**src/core/nms_pkg.sv**
```systemverilog
// Purpose: shared constants and types for the node mode sequencer
// Assumes: one clock at 25 MHz, protocol engine supplies phase-done strobes
// Notes:   vote width and lane count are package defaults, overridable per module
package nms_pkg;
	typedef enum logic [3:0] {
		NMS_SELF_TEST,
		NMS_DET_LOCAL_DIAG,
		NMS_DET_SYNC_ACQ,
		NMS_DET_COLL_DIAG,
		NMS_JOIN,
		NMS_INIT_DIAG,
		NMS_INIT_SYNC,
		NMS_INIT_COLL_DIAG,
		NMS_PRES_SCHED_UPD,
		NMS_PRES_CLIENT_BCAST,
		NMS_PRES_ACCUSE_XCHG,
		NMS_PRES_SYNC,
		NMS_PRES_COLL_DIAG
	} nms_mode_e;

	// major mode codes shown on major_mode
	localparam logic [2:0] MAJ_SELF_TEST = 3'h0;
	localparam logic [2:0] MAJ_DETECT    = 3'h1;
	localparam logic [2:0] MAJ_JOIN      = 3'h2;
	localparam logic [2:0] MAJ_INIT      = 3'h3;
	localparam logic [2:0] MAJ_PRESERVE  = 3'h4;

	// diagnostic cycles a joining node must complete
	localparam int unsigned JOIN_DIAG_CYCLES = 2;
	// self-test holds outputs off and reset asserted this many cycles first
	localparam int unsigned ST_RESET_CYCLES  = 4;
	localparam int unsigned DATA_W           = 8;
	localparam int unsigned LANES            = 4;
endpackage : nms_pkg

```
**src/core/nms_conviction.sv**
```systemverilog
// Purpose: turns per-observer accusations into collective convictions
// Assumes: accusation matrix is valid with its strobe, one row per observer
// Notes:   threshold is a parameter; a lone accusation never convicts while THRESHOLD is 2 or more
module nms_conviction #(
	parameter int unsigned NODES     = 4,
	parameter int unsigned THRESHOLD = 2
) (
	input  wire logic                   clk,
	input  wire logic                   rst,
	input  wire logic                   ce,
	input  wire logic                   clear,
	input  wire logic                   acc_valid,
	input  wire logic [NODES*NODES-1:0] acc_matrix,
	output logic      [NODES-1:0]       convicted_q
);
	logic [NODES-1:0] verdict_d;

	// count observers accusing each defendant
	always_comb
	begin
		int unsigned cnt;
		cnt = 0;
		verdict_d = '0;
		for (int d = 0; d < NODES; d++)
		begin
			cnt = 0;
			for (int o = 0; o < NODES; o++)
				if (acc_matrix[o*NODES+d])
					cnt++;
			verdict_d[d] = (cnt >= THRESHOLD);
		end
	end

	// convictions are sticky until clear (driven in self-test by the sequencer)
	always_ff @(posedge clk or posedge rst)
	begin
		if (rst)
			convicted_q <= '0;
		else if (ce)
		begin
			if (acc_valid)
				convicted_q <= (clear ? '0 : convicted_q) | verdict_d;
			else if (clear)
				convicted_q <= '0;
		end
	end
endmodule // nms_conviction

```
**src/core/nms_sequencer.sv**
```systemverilog
// Purpose: major/minor operational mode sequencing and fail-stop policy for one bus node
// Assumes: protocol engine raises one-cycle done strobes per minor mode; ce gates all state
// Notes:   error inputs are same-domain logic; only pwr_on_en is asynchronous and synchronised
module nms_sequencer #(
	parameter int unsigned W          = nms_pkg::DATA_W,
	parameter int unsigned LANES      = nms_pkg::LANES,
	parameter int unsigned CONV_THRESH = 2,
	parameter bit          IS_ACCESS  = 1'b1
) (
	input  wire logic                     clk,
	input  wire logic                     rst,
	input  wire logic                     ce,
	input  wire logic                     pwr_on_en,
	input  wire logic                     self_test_pass,
	input  wire logic                     self_test_fail,
	input  wire logic                     self_check_err,
	input  wire logic                     bus_fail,
	input  wire logic                     clique_found,
	input  wire logic                     clique_absent,
	input  wire logic                     phase_done,
	input  wire logic                     diag_cycle_done,
	input  wire logic                     admitted,
	input  wire logic                     sched_valid,
	input  wire logic                     rx_valid,
	input  wire logic                     rx_in_window,
	input  wire logic                     rx_format_ok,
	input  wire logic [LANES*W-1:0]       rx_lanes,
	input  wire logic [LANES-1:0]         eligible,
	input  wire logic                     client_valid,
	input  wire logic                     client_format_ok,
	input  wire logic                     client_bcast_done,
	input  wire logic                     acc_valid,
	input  wire logic [LANES*LANES-1:0]   acc_matrix,
	output logic                          link_tx_en_q,
	output logic                          circuit_rst_q,
	output logic                          self_test_run_q,
	output logic      [2:0]               major_mode_q,
	output logic      [3:0]               minor_mode_q,
	output logic                          member_q,
	output logic                          service_en_q,
	output logic                          sched_dl_q,
	output logic                          accuse_xchg_q,
	output logic                          inline_err_q,
	output logic      [LANES-1:0]         xlane_err_q,
	output logic                          client_err_q,
	output logic                          fail_q,
	output logic                          voted_valid_q,
	output logic      [W-1:0]             voted_data_q,
	output logic      [LANES-1:0]         convicted_q
);
	nms_pkg::nms_mode_e mode_q;
	nms_pkg::nms_mode_e mode_d;
	logic               pon_s1_q;
	logic               pon_s2_q;
	logic               pon_seen_q;
	logic [2:0]         st_cnt_q;
	logic [1:0]         join_cnt_q;
	logic               fault;
	logic               st_ready;
	logic               enter_st;

	// power-on enable comes from outside and is synchronised first
	always_ff @(posedge clk or posedge rst)
	begin
		if (rst)
		begin
			pon_s1_q <= 1'b0;
			pon_s2_q <= 1'b0;
		end
		else if (ce)
		begin
			pon_s1_q <= pwr_on_en;
			pon_s2_q <= pon_s1_q;
		end
	end

	// local failure is a self-check error, bus failure comes from bus assessment
	assign fault    = self_check_err | bus_fail;
	assign st_ready = (st_cnt_q == 3'(nms_pkg::ST_RESET_CYCLES));
	assign enter_st = (mode_q != nms_pkg::NMS_SELF_TEST) && fault;

	// remembers a rising power-on enable so self-test restarts from scratch
	always_ff @(posedge clk or posedge rst)
	begin
		if (rst)
			pon_seen_q <= 1'b0;
		else if (ce)
			pon_seen_q <= pon_s2_q;
	end

	// next mode: failures win over every other transition
	always_comb
	begin
		mode_d = mode_q;
		if (fault || (pon_s2_q && !pon_seen_q))
			mode_d = nms_pkg::NMS_SELF_TEST;
		else
			unique case (mode_q)
				nms_pkg::NMS_SELF_TEST:
					if (st_ready && pon_s2_q && self_test_pass && !self_test_fail)
						mode_d = nms_pkg::NMS_DET_LOCAL_DIAG;
				nms_pkg::NMS_DET_LOCAL_DIAG:
					if (clique_absent)
						mode_d = nms_pkg::NMS_INIT_DIAG;
					else if (phase_done)
						mode_d = nms_pkg::NMS_DET_SYNC_ACQ;
				nms_pkg::NMS_DET_SYNC_ACQ:
					if (clique_absent)
						mode_d = nms_pkg::NMS_INIT_DIAG;
					else if (phase_done)
						mode_d = nms_pkg::NMS_DET_COLL_DIAG;
				nms_pkg::NMS_DET_COLL_DIAG:
					if (clique_absent)
						mode_d = nms_pkg::NMS_INIT_DIAG;
					else if (clique_found)
						mode_d = nms_pkg::NMS_JOIN;
				nms_pkg::NMS_JOIN:
					if (admitted && join_cnt_q == 2'(nms_pkg::JOIN_DIAG_CYCLES))
						mode_d = nms_pkg::NMS_PRES_SCHED_UPD;
				nms_pkg::NMS_INIT_DIAG:
					if (phase_done)
						mode_d = nms_pkg::NMS_INIT_SYNC;
				nms_pkg::NMS_INIT_SYNC:
					if (phase_done)
						mode_d = nms_pkg::NMS_INIT_COLL_DIAG;
				nms_pkg::NMS_INIT_COLL_DIAG:
					if (phase_done)
						mode_d = nms_pkg::NMS_PRES_SCHED_UPD;
				nms_pkg::NMS_PRES_SCHED_UPD:
					if (phase_done && sched_valid)
						mode_d = nms_pkg::NMS_PRES_CLIENT_BCAST;
				nms_pkg::NMS_PRES_CLIENT_BCAST:
					if (client_bcast_done)
						mode_d = nms_pkg::NMS_PRES_ACCUSE_XCHG;
				nms_pkg::NMS_PRES_ACCUSE_XCHG:
					if (phase_done)
						mode_d = nms_pkg::NMS_PRES_SYNC;
				nms_pkg::NMS_PRES_SYNC:
					if (phase_done)
						mode_d = nms_pkg::NMS_PRES_COLL_DIAG;
				nms_pkg::NMS_PRES_COLL_DIAG:
					if (phase_done)
						mode_d = nms_pkg::NMS_PRES_SCHED_UPD;
				default:
					mode_d = nms_pkg::NMS_SELF_TEST;
			endcase
	end

	// mode register, reset lands in self-test
	always_ff @(posedge clk or posedge rst)
	begin
		if (rst)
			mode_q <= nms_pkg::NMS_SELF_TEST;
		else if (ce)
			mode_q <= mode_d;
	end

	// self-test entry holds circuitry in reset a few cycles before testing
	always_ff @(posedge clk or posedge rst)
	begin
		if (rst)
			st_cnt_q <= '0;
		else if (ce)
		begin
			if (mode_d != nms_pkg::NMS_SELF_TEST || enter_st || (pon_s2_q && !pon_seen_q))
				st_cnt_q <= '0;
			else if (!st_ready)
				st_cnt_q <= st_cnt_q + 3'h1;
		end
	end

	// join diagnostic cycle counter, saturating at the required count
	always_ff @(posedge clk or posedge rst)
	begin
		if (rst)
			join_cnt_q <= '0;
		else if (ce)
		begin
			if (mode_q != nms_pkg::NMS_JOIN)
				join_cnt_q <= '0;
			else if (diag_cycle_done && join_cnt_q != 2'(nms_pkg::JOIN_DIAG_CYCLES))
				join_cnt_q <= join_cnt_q + 2'h1;
		end
	end

	// fail-stop link enable and self-test controls
	always_ff @(posedge clk or posedge rst)
	begin
		if (rst)
		begin
			link_tx_en_q    <= 1'b0;
			circuit_rst_q   <= 1'b1;
			self_test_run_q <= 1'b0;
			fail_q          <= 1'b0;
		end
		else if (ce)
		begin
			link_tx_en_q    <= !fault && mode_d != nms_pkg::NMS_SELF_TEST;
			circuit_rst_q   <= mode_d == nms_pkg::NMS_SELF_TEST && (!st_ready || enter_st);
			self_test_run_q <= mode_d == nms_pkg::NMS_SELF_TEST && st_ready && !enter_st;
			fail_q          <= fault;
		end
	end

	// major and minor mode view plus membership
	always_ff @(posedge clk or posedge rst)
	begin
		if (rst)
		begin
			major_mode_q  <= nms_pkg::MAJ_SELF_TEST;
			minor_mode_q  <= '0;
			member_q      <= 1'b0;
			service_en_q  <= 1'b0;
			sched_dl_q    <= 1'b0;
			accuse_xchg_q <= 1'b0;
		end
		else if (ce)
		begin
			minor_mode_q  <= mode_d;
			unique case (mode_d)
				nms_pkg::NMS_SELF_TEST:
					major_mode_q <= nms_pkg::MAJ_SELF_TEST;
				nms_pkg::NMS_DET_LOCAL_DIAG, nms_pkg::NMS_DET_SYNC_ACQ, nms_pkg::NMS_DET_COLL_DIAG:
					major_mode_q <= nms_pkg::MAJ_DETECT;
				nms_pkg::NMS_JOIN:
					major_mode_q <= nms_pkg::MAJ_JOIN;
				nms_pkg::NMS_INIT_DIAG, nms_pkg::NMS_INIT_SYNC, nms_pkg::NMS_INIT_COLL_DIAG:
					major_mode_q <= nms_pkg::MAJ_INIT;
				default:
					major_mode_q <= nms_pkg::MAJ_PRESERVE;
			endcase
			member_q      <= mode_d >= nms_pkg::NMS_PRES_SCHED_UPD;
			service_en_q  <= mode_d >= nms_pkg::NMS_PRES_SCHED_UPD;
			sched_dl_q    <= mode_d == nms_pkg::NMS_PRES_SCHED_UPD;
			accuse_xchg_q <= mode_d == nms_pkg::NMS_PRES_ACCUSE_XCHG;
		end
	end

	// in-line and client checks on each received message
	always_ff @(posedge clk or posedge rst)
	begin
		if (rst)
		begin
			inline_err_q <= 1'b0;
			client_err_q <= 1'b0;
		end
		else if (ce)
		begin
			inline_err_q <= rx_valid && !(rx_in_window && rx_format_ok);
			client_err_q <= IS_ACCESS && client_valid && !client_format_ok;
		end
	end

	// dynamic vote over eligible lanes gives cross-lane errors
	nms_vote #(
		.W     (W),
		.LANES (LANES)
	) u_vote (
		.clk         (clk),
		.rst         (rst),
		.ce          (ce),
		.in_valid    (rx_valid),
		.in_data     (rx_lanes),
		.eligible    (eligible),
		.out_valid_q (voted_valid_q),
		.out_data_q  (voted_data_q),
		.mismatch_q  (xlane_err_q)
	);

	// accusations become convictions only on observer agreement
	nms_conviction #(
		.NODES     (LANES),
		.THRESHOLD (CONV_THRESH)
	) u_conv (
		.clk         (clk),
		.rst         (rst),
		.ce          (ce),
		.clear       (mode_q == nms_pkg::NMS_SELF_TEST),
		.acc_valid   (acc_valid && mode_q == nms_pkg::NMS_PRES_COLL_DIAG),
		.acc_matrix  (acc_matrix),
		.convicted_q (convicted_q)
	);
endmodule // nms_sequencer

```
**src/core/nms_vote.sv**
```systemverilog
// Purpose: dynamic majority vote over eligible lanes with cross-lane mismatch flags
// Assumes: lanes arrive together with one valid strobe
// Notes:   an ineligible lane never counts toward the vote nor gets accused
module nms_vote #(
	parameter int unsigned W     = 8,
	parameter int unsigned LANES = 4
) (
	input  wire logic                 clk,
	input  wire logic                 rst,
	input  wire logic                 ce,
	input  wire logic                 in_valid,
	input  wire logic [LANES*W-1:0]   in_data,
	input  wire logic [LANES-1:0]     eligible,
	output logic                      out_valid_q,
	output logic      [W-1:0]         out_data_q,
	output logic      [LANES-1:0]     mismatch_q
);
	logic [W-1:0]     voted_d;
	logic [LANES-1:0] mism_d;

	// bitwise majority among eligible lanes, ties resolve to zero
	always_comb
	begin
		int unsigned ones;
		int unsigned n;
		ones = 0;
		n = 0;
		voted_d = '0;
		mism_d = '0;
		for (int l = 0; l < LANES; l++)
			if (eligible[l])
				n++;
		for (int b = 0; b < W; b++)
		begin
			ones = 0;
			for (int l = 0; l < LANES; l++)
				if (eligible[l] && in_data[l*W+b])
					ones++;
			voted_d[b] = (2*ones > n);
		end
		for (int l = 0; l < LANES; l++)
			mism_d[l] = eligible[l] && (in_data[l*W +: W] != voted_d);
	end

	// register vote result and per-lane cross-lane errors
	always_ff @(posedge clk or posedge rst)
	begin
		if (rst)
		begin
			out_valid_q <= 1'b0;
			out_data_q  <= '0;
			mismatch_q  <= '0;
		end
		else if (ce)
		begin
			out_valid_q <= in_valid;
			if (in_valid)
			begin
				out_data_q <= voted_d;
				mismatch_q <= mism_d;
			end
			else
				mismatch_q <= '0;
		end
	end
endmodule // nms_vote

```
**config.mk**
```make
export PLATFORM = sky130hd
export DESIGN_NAME = nms_sequencer
export DESIGN_NICKNAME = d
export VERILOG_FILES = /design/src/core/nms_pkg.sv /design/src/core/nms_conviction.sv /design/src/core/nms_sequencer.sv /design/src/core/nms_vote.sv
export SDC_FILE = /design/constraint.sdc
export NUM_CORES = 1
export LEC_CHECK = 0
export ABC_AREA = 1
export BUFFER_PORTS_ARGS = -buffer_cell sky130_fd_sc_hd__buf_2
export CAP_MARGIN = 20
export CORE_ASPECT_RATIO = 1.4
export CORE_UTILIZATION = 53
export DETAILED_ROUTE_END_ITERATION = 7
export GPL_ROUTABILITY_DRIVEN = 0
export MAX_ROUTING_LAYER = met4
export PLACE_DENSITY = 0.79
export SYNTH_ARGS = -nofsm -noshare
export SYNTH_HDL_FRONTEND = slang
export SYNTH_SLANG_ARGS = --single-unit
```
**constraint.sdc**
```tcl
create_clock -name clk -period 2.08 [get_ports clk]
set_input_delay 0.208 -clock clk [delete_from_list [all_inputs] [get_ports clk]]
set_output_delay 0.208 -clock clk [all_outputs]
set_load 0.03 [all_outputs]
```
* Word-level counts from Yosys, hierarchy flattened *
Memories as Yosys holds them, arrays and structs flattened.
Index checks and enable logic that the tools add are counted.

word-level totals
  bits in registers = 41
  ROM bits = 16
  output and inout bits = 34
  word-level logic and storage cells = 249
  memories kept = 1

memories
  memory            words  width  rd ports  clocked after memory_dff  wr ports  line                  text
  (name not given)  8      2      1         0                         0         nms_sequencer.sv:220  unique case (mode_d)

cells by class
  $add $sub $neg = 41
  magnitude comparators = 13
  equal/unequal tests = 23
  mux-type cells = 77
  bitwise logic cells = 2
  reduce and logical (&&, ||, !) cells = 72

operators by type and width
  kind                                                  number
  two-way mux 31 bit                                    16
  two-way mux 32 bit                                    15
  adder 32 x 1 -> 32 bit, second input constant         10
  > comparator 32 bit                                   8
  adder 31 x 1 -> 31 bit, second input constant         8
  >= comparator 32 x 2 -> 1 bit, second input constant  4
  two-way mux 4 bit                                     19
  logical AND 1 bit                                     52
  one-hot mux 4 bit (12 select lines)                   1
  inequality test 8 bit                                 4
  == test 4 bit, second input constant                  7
  adder 1 x 1 -> 2 bit, second input constant           13
  adder 2 x 1 -> 3 bit, second input constant           8
  two-way mux 2 bit                                     10
  == test 4 x 3 -> 1 bit, second input constant         4
  two-way mux 1 bit                                     13
  two-way mux 3 bit                                     3
  == test 4 x 2 -> 1 bit, second input constant         2
  logical NOT 4 bit                                     2
  nonzero test 4 bit                                    2
  logical NOT 1 bit                                     7
  AND reduction 2 bit                                   3
  == test 4 x 1 -> 1 bit, second input constant         1
  >= comparator 4 bit, second input constant            1
  other kinds (12)                                      15

* Longest topological paths before layout *
Gate-level depths: netlist of the first run.

  depth in word-level cells = 12
  depth in mapped cells = 28
  mapped depth without buffers = 26

* Modules after synthesis *
From an unflattened synthesis of the first run, not the netlist that was laid out.

second synthesis, totals
  cell total of the unflattened synthesis = 946
  area, all modules = 5466.5 µm²

by module, submodules not included
  module          times used  cells an instance  area an instance (µm²)
  nms_vote        1           598                3180.6
  nms_sequencer   1           224                1547.7
  nms_conviction  1           124                738.2

* Worst setup path after synthesis of the first run *
No wires, ideal clock.

  kind = input -> register
  from = in eligible[0]
  to = reg u_vote.mismatch_q[3]
  library setup time = 117 ps
  arrival time = 3098 ps
  required time = 1963 ps
  setup slack = -1134 ps
  stages = 19
  buffers on the path = 1
  cells stage by stage = clkbuf_1 > inv_1 > ha_1 > inv_1 > nand2_1 > nand2_2 > inv_1 > ha_1 > o21ai_0 > ha_1 > nand2_1 > o21ai_4 > xnor2_1 > a21oi_1 > nand2_1 > nor2_1 > nand2_1 > nand2_1 > nand2_1

between the ends
  cells in the longest elaborated chain, start to end = 12

ends and longest elaborated chain
  element                                                                         line                 text
  start, declared                                                                 nms_sequencer.sv:28  input wire logic [LANES-1:0] eligible,
  parallel branches: the longest is 9 deep, another holds adder 32 x 1 -> 32 bit  n/a
  inequality test 8 bit *                                                         nms_vote.sv:42       mism_d[l] = eligible[l] && (in_data[l*W +: W] != voted_d);
  logical AND 1 bit *                                                             nms_vote.sv:42
  two-way mux 4 bit *                                                             nms_vote.sv:57       if (in_valid)
  end signal, assigned                                                            nms_vote.sv:60       mismatch_q <= mism_d;
  end, declared                                                                   nms_vote.sv:16       output logic [LANES-1:0] mismatch_q

Mark *: on every way between the ends.
A chain may end at the register's enable or synchronous reset.

* Worst setup path in the final report of the first run *
  from = in eligible[0]
  to = reg u_vote.mismatch_q[0]

between the ends
  cells in the longest elaborated chain, start to end = 12

ends and longest elaborated chain
  element                                                                          line
  parallel branches: the longest is 10 deep, another holds adder 32 x 1 -> 32 bit  n/a
  logical AND 1 bit *                                                              nms_vote.sv:42
  two-way mux 4 bit *                                                              nms_vote.sv:57

Marked as above.

==> summary.md, run 1 <==
| Metric | Value |
|---|---|
| Post-synthesis cell count | 818 |
| Largest area contributor in the netlist | nand2_1 |
| Post-layout nets | 1,194 |
| RSZ-0062 raised after global routing | true |
| P per Cell Area | 478 nW/um^2 |
| Synth Register Bits | 40 |
| CTS clock-pin slew for the worst setup and hold paths | 0.06 ns |
| Initial antenna violation count | 0 |
| Largest net degree at the start of global routing | 34 |
| Total power | 3.78 mW |
| Max FO, Critical Path | 5 |
| Layout area overhead | 52.6% |
| R2r worst-path depth | 14 |
| Final cell count without fillers | 1,173 |
| Crit Path Class | in -> reg |
| Synth async-reset ratio | 1.00 |
| Synthesized area | 5180 um^2 |
| Worst setup margin | -0.661 ns |
| TNS Setup | -4.69 ns |
| WHS | 0.139 ns |
| Setup violations, final | 11 |
| TritonCTS clock tree | done |
| Main flop type after synthesis | dfrtp_1 |
| Hold Path Class | in -> reg |
| Max Root-Sink Buffers | 2 |
| DR iter-0 viols | 389 |
| Post-synth top area share | 0.193 |
| Status | finished with violations |
| HP Start | client_format_ok |
| Placed Instances | 1,141 |
| Seq/Total Area, Yosys | 0.193 |
| Syn avg cell area | 6.34 um^2 |
| Layout cells sized above 1 | 0.427 |
| Slew HR | 0.473 |
| Count leader, synth | nand2_1 |
| Actual slew at the worst max-slew pin | 0.788 ns |
| Via Count | 6,448 |
| Startpoint Class | input port |
| Worst-Skew Late Latency | 0.28 ns |
| Die Footprint | 10,200 um^2 |
| Wirelength per Cell | 15.8 um |
| ANT nets after route | 0 |
| Row count | 42 |
| Vias in the first global route | 6,091 |
| Peak VDD IR | 0.394 mV |
| HPWL Detailed | 11.6 mm |
| R2r endpoint | st_cnt_q[1] |
| Register-to-Register Setup Slack | 0.12 ns |
| Detailed Routing Iterations Pass 1 | 7 |
| Die height | 119 um |
| Clk sinks | 40 |
| Worst Skew | 0.00457 ns |
| Most frequent cells after synthesis | nand2_1 (266), inv_1 (132), nand3_1 (68), ha_1 (59), nor2_1 (55) |
| Gr usage total | 0.321 |
| Area contributors post-synth | nand2_1 (19%), dfrtp_1 (19%), ha_1 (14%) |
| # IOs | 107 |
| Vias per cell | 5.50 |
| Post-synth EDFFs | 0 |
| WP data required | 2.24 ns |
| CTS buffer count | 5 |
| Core area | 9460 um^2 |
| Max Transition Viols Final | 0 |
| First-pass GRT wire length | 25.6 mm |
| Synth cell types | 46 |
| Max-cap violation count | 0 |
| H-tree Lvls | 2 |
| Chip width | 85.6 um |
| Post-Place Worst Slack | -0.950 ns |
| Final Hold Viols | 0 |
| DRC | 0 |
| Tcrit/Tclk final | 1.32 |
| Worst reg2reg path startpoint | major_mode_q[2] |
| Port Buffers | 106 |
| Worst Hold End | client_err_q |
| GRT Residual Overflow | 0 |
| Syn. warnings | 0 |
| Lkg Pwr | 4.50 nW |
| Final WL | 18.5 mm |
| CTS root buf | clkbuf_16 |
| Arrival @ worst endpoint | 2.90 ns |
| Minimum clock period | 2.74 ns |
| Hold depth | 2 |
| Initial core utilization | 0.548 |
| Diodes inserted | 0 |
| Fmax | 365 MHz |
| Failing checks | setup timing |
| Critical path endpoint category | register |
==> power by group <==
group / internal, mW / total, mW / switching [mW]
Combinational: 0.880 / 2.10 / 1.22
Clock: 0.442 / 0.768 / 0.326
Sequential: 0.857 / 0.914 / 0.0565
==> sequential cells by signal, summed over array words and instances, names as in the netlist <==
name / count
accuse_xchg_q: 1
circuit_rst_q: 1
client_err_q: 1
fail_q: 1
inline_err_q: 1
join_cnt_q: 2
link_tx_en_q: 1
major_mode_q: 3
minor_mode_q: 3
pon_s1_q: 1
pon_s2_q: 1
pon_seen_q: 1
sched_dl_q: 1
self_test_run_q: 1
service_en_q: 1
st_cnt_q: 3
u_conv.convicted_q: 4
u_vote.mismatch_q: 4
u_vote.out_data_q: 8
u_vote.out_valid_q: 1
==> worst max-delay path, cell delays in order <==
cell and delay, ns:
buf_12 0.12, buf_12 0.14, nand2_4 0.06, inv_1 0.06
ha_4 0.22, or2_4 0.23, nand2_4 0.08, inv_4 0.04
ha_4 0.15, nand2_4 0.08, xnor2_4 0.13, ha_4 0.24
inv_1 0.07, o21bai_1 0.08, inv_1 0.13, nand2_4 0.11
nand2_4 0.11, nand2_1 0.07, nand2_1 0.08, nand2_1 0.09
nor2_1 0.15, nand2_1 0.09, nand2_1 0.06, nand2_1 0.08
==> stage by stage <==
| stage | cell area (um^2) | util |
|---|---|---|
| after floorplan | 5370 | - |
| after global placement | 6830 | 0.722 |
| after detailed placement | 6830 | 0.722 |
| after CTS | 7510 | 0.794 |
| after global routing | 7910 | 0.836 |
| final | 7910 | 0.836 |
==> logic make-up after synthesis <==
logic type | Yosys count | synth area share
buffers and inverters | 162 | 0.125
adders and majority gates | 59 | 0.142
xor gates and xnor gates | 31 | 0.0574
muxes | 4 | 0.00869
AOI/OAI and AO/OA | 66 | 0.0729
DFF | 40 | 0.193
other | 1 | 0.000723
and+or+nand+nor | 455 | 0.400
==> repair_timing <==
action,CTS,global route
cloned,2,0
gates resized for setup,88,84
buffers inserted,17,4
hold buffers,1,0
endpoints found under the hold margin,7,0
pin swaps,88,67
endpoints found under the setup margin,11,19
==> cell usage in the layout (no fill, tap or decap), drive strengths merged, types with 16 or more instances in the layout <==
master	Yosys	layout
nand4	16	16
inv	145	144
buf	7	246
nand3	71	71
nor2	58	58
ha	59	59
dfrtp	39	39
o21ai	38	38
nand2	286	286
xor2	21	21
==> how the worst max path moves through the flow <==
stage                      from              endpoint  slack (ns)  depth (start not counted)
floorplan           eligible[0]  u_vote.mismatch_q[2]       -0.57                         27
global placement    eligible[0]  u_vote.mismatch_q[1]       -0.84                         24
detailed placement  eligible[0]  u_vote.mismatch_q[1]       -0.95                         23
CTS                 eligible[1]  u_vote.mismatch_q[2]       -0.41                         21
global route        eligible[1]  u_vote.mismatch_q[0]       -0.79                         23
finish              eligible[0]  u_vote.mismatch_q[0]       -0.66                         24
==> area by class of cell <==
cell class	count	area, um^2
inverters	145	562
repair buffers	247	1750
well taps	110	138
multi-input cells	623	4310
flip-flops and latches	40	1000
clock buffers	5	125
fillers	572	1550
clock inverters	3	18.8
==> routing by layer <==
metal,share of wire,GRT usage,vias to the layer above
li1,-,-,3039
met4,0.064,0.142,0
met3,0.064,0.0437,114
met2,0.52,0.619,342
met1,0.35,0.310,2953
met5,0,-,-
(Power assumes the default switching activity.)
==> inputs of run 2 (changes only) <==
- SETUP_SLACK_MARGIN: default -> 0.05
==> run 2 against run 1 <==
Effect of this change: the flow still finishes with violations (setup timing); die area stayed put; power is 3.1% higher; cell count hardly changed; sequential power hardly changed; fmax is 3.7% lower; setup slack worse by 0.11 ns; critical path type unchanged; flip-flop and latch count stayed put; register-to-register slack hardly changed; clock power is 14% higher.
==> summary.md, run 2 (synthesis gave the netlist of run 1 again) <==
| Metric | Value |
|---|---|
| Clk network pwr share | 0.224 (was 0.203) |
| Critical path endpoint category | register (unchanged) |
| Startpoint Class | input port (unchanged) |
| WHS | 0.0417 ns (was 0.139 ns) |
| Slew HR | 0.429 (was 0.473) |
| Placed Instances | 1,140 (was 1,141) |
| Via Count | 6,665 (was 6,448) |
| Layout cells sized above 1 | 0.419 (was 0.427) |
| Detailed Routing Iterations Pass 1 | 8 (was 7) |
| Status | finished with violations (unchanged) |
| Max FFs per register | 8 (unchanged) |
| Diodes inserted | 0 (unchanged) |
| H-tree Lvls | 2 (unchanged) |
| Initial antenna violation count | 0 (unchanged) |
| Largest register by flop count | u_vote.out_data_q (unchanged) |
| Chip width | 85.6 um (unchanged) |
| Peak VDD IR | 0.376 mV (was 0.394 mV) |
| First-pass GRT wire length | 27.3 mm (was 25.6 mm) |
| Initial core utilization | 0.548 (unchanged) |
| Gr usage total | 0.344 (was 0.321) |
| DRC | 0 (unchanged) |
| Layout fillers | 592 (was 572) |
| Core area | 9460 um^2 (unchanged) |
| Die Footprint | 10,200 um^2 (unchanged) |
| GRT Residual Overflow | 0 (unchanged) |
| Layout area overhead | 50.5% (was 52.6%) |
| HPWL Detailed | 11.4 mm (was 11.6 mm) |
| Fmax | 351 MHz (was 365 MHz) |
| Vias per cell | 5.69 (was 5.50) |
| Worst-Skew Late Latency | 0.28 ns (about the same) |
| Placed inst area | 6840 um^2 (was 6830 um^2) |
| Final cell count without fillers | 1,172 (was 1,173) |
| Max FO, Critical Path | 6 (was 5) |
| Row count | 42 (unchanged) |
| Utilization after layout | 0.825 (was 0.836) |
| Post-layout nets | 1,193 (was 1,194) |
| Crit Path Class | in -> reg (unchanged) |
| CTS buffer count | 5 (unchanged) |
| Largest net degree at the start of global routing | 41 (was 34) |
| Most frequent cells in the layout | nand2_1 (211), buf_4 (123), inv_1 (108) (was nand2_1 (206), buf_4 (127), inv_1 (111)) |
| Worst Skew | 0.00807 ns (was 0.00457 ns) |
| Commonest non-fill, non-tap cell in the layout | nand2_1 (unchanged) |
| CTS clock-pin slew for the worst setup and hold paths | 0.06 ns (about the same) |
| Max-cap violation count | 0 (unchanged) |
| TNS Setup | -5.58 ns (was -4.69 ns) |
| Tcrit/Tclk final | 1.37 (was 1.32) |
| Final WL | 19.3 mm (was 18.5 mm) |
| DR iter-0 viols | 423 (was 389) |
| Lkg Pwr | 4.44 nW (was 4.50 nW) |
| NetSw | 1.60 mW (about the same) |
| Regs by FF count | u_vote.out_data_q (8), u_conv.convicted_q (4), u_vote.mismatch_q (4) (unchanged) |
| RSZ-0062 raised after global routing | true (unchanged) |
| Max Transition Viols Final | 0 (unchanged) |
| Final Instance Area | 7800 um^2 (was 7910 um^2) |
| Failing checks | setup timing (unchanged) |
| Port Buffers | 106 (unchanged) |
| Post-Place Worst Slack | -0.863 ns (was -0.950 ns) |
| Vias in the first global route | 6,280 (was 6,091) |
| # IOs | 107 (unchanged) |
| WP data required | 2.26 ns (was 2.24 ns) |
| Final Hold Viols | 0 (unchanged) |
| Hold Path Class | in -> async (was in -> reg) |
| Actual slew at the worst max-slew pin | 0.855 ns (was 0.788 ns) |
| Worst setup margin | -0.766 ns (was -0.661 ns) |
| Max Root-Sink Buffers | 2 (unchanged) |
| Arrival @ worst endpoint | 3.02 ns (was 2.90 ns) |
| Die height | 119 um (unchanged) |
| Minimum clock period | 2.85 ns (was 2.74 ns) |
| P per Cell Area | 499 nW/um^2 (was 478 nW/um^2) |
| TritonCTS clock tree | done (unchanged) |
| Setup violations, final | 11 (unchanged) |
| Comb power frac | 0.541 (was 0.555) |
| Clk sinks | 40 (unchanged) |
| Sw frac | 0.411 (was 0.423) |
| ANT nets after route | 0 (unchanged) |
| CTS root buf | clkbuf_16 (unchanged) |
| Flop pwr share | 0.235 (was 0.242) |
| Total power | 3.90 mW (was 3.78 mW) |
| Cell Int Power | 2.29 mW (was 2.18 mW) |
| Wirelength per Cell | 16.5 um (was 15.8 um) |
run 2: changes by cell type in the layout (fill, tap and decap cells not counted), moves of 4 or more:
cell	before	now
buf_4	127	123
inv_2	29	33
nand2_1	206	211
nand2_4	32	24
xnor2_1	5	9
run 2: path summary, 6_finish.rpt:
| check | start | to | slack, ns | depth (start not counted) |
|---|---|---|---|---|
| max reg2reg | minor_mode_q[2] | st_cnt_q[1] | 0.13 | 11 |
| max | eligible[1] | u_vote.mismatch_q[3] | -0.77 | 23 |
| min in group clk | client_format_ok | client_err_q | 0.13 | 2 |
| min reg2reg | u_vote.mismatch_q[3] | u_vote.mismatch_q[3] | 0.47 | 2 |
| min | rst | u_vote.out_data_q[2] | 0.04 | 3 |
| max in group asynchronous | rst | minor_mode_q[1] | 1.66 | 3 |
run 2: cell type report:
class / instances / area (um^2) / area share
Clock buffer: 5 / 125 / 0.0160
Clock inverter: 3 / 42.5 / 0.00545
Inverter: 145 / 559 / 0.0717
Multi-Input combinational cell: 623 / 4170 / 0.534
Sequential cell: 40 / 1000 / 0.129
Tap cell: 110 / 138 / 0.0176
Timing Repair Buffer: 246 / 1760 / 0.226
run 2: power by group through the flow:
stage	clock network [mW]	registers (mW)	logic [mW]
floorplan	0	1.02	0.947
global placement	0	0.919	1.61
detailed placement	0	0.920	1.65
CTS	0.877	0.908	1.87
global route	0.914	0.922	2.26
finish	0.872	0.917	2.11
run 2: metal layers:
metal,vias up,wire length (um),part of all wire,track usage
met5,-,0,0,-
met4,0,1520,0.078,0.181
met3,164,1600,0.083,0.0547
met2,453,9630,0.50,0.634
met1,3016,6600,0.34,0.341
li1,3032,-,-,-
run 2: critical path: stages:
cell and delay (ns):
buf_8 0.11, buf_12 0.14, nand2_4 0.06, inv_2 0.04
ha_4 0.23, or2_4 0.25, nand2_2 0.08, inv_2 0.05
ha_4 0.14, nand2_1 0.07, xnor2_1 0.09, ha_1 0.38
nand4_1 0.27, nand2_4 0.20, nand2_4 0.08, nand2_1 0.07
nand2_1 0.06, inv_2 0.04, nand2_1 0.06, nor2_1 0.18
nand2_1 0.09, nand2_1 0.06, nand2_1 0.05
run 2: timing repair:
action                                  CTS  global route
endpoints found under the setup margin   12            20
cloned                                    3             0
hold buffers                              0             0
pin swaps                                81            32
buffers inserted                         15             7
gates resized for setup                 104            46
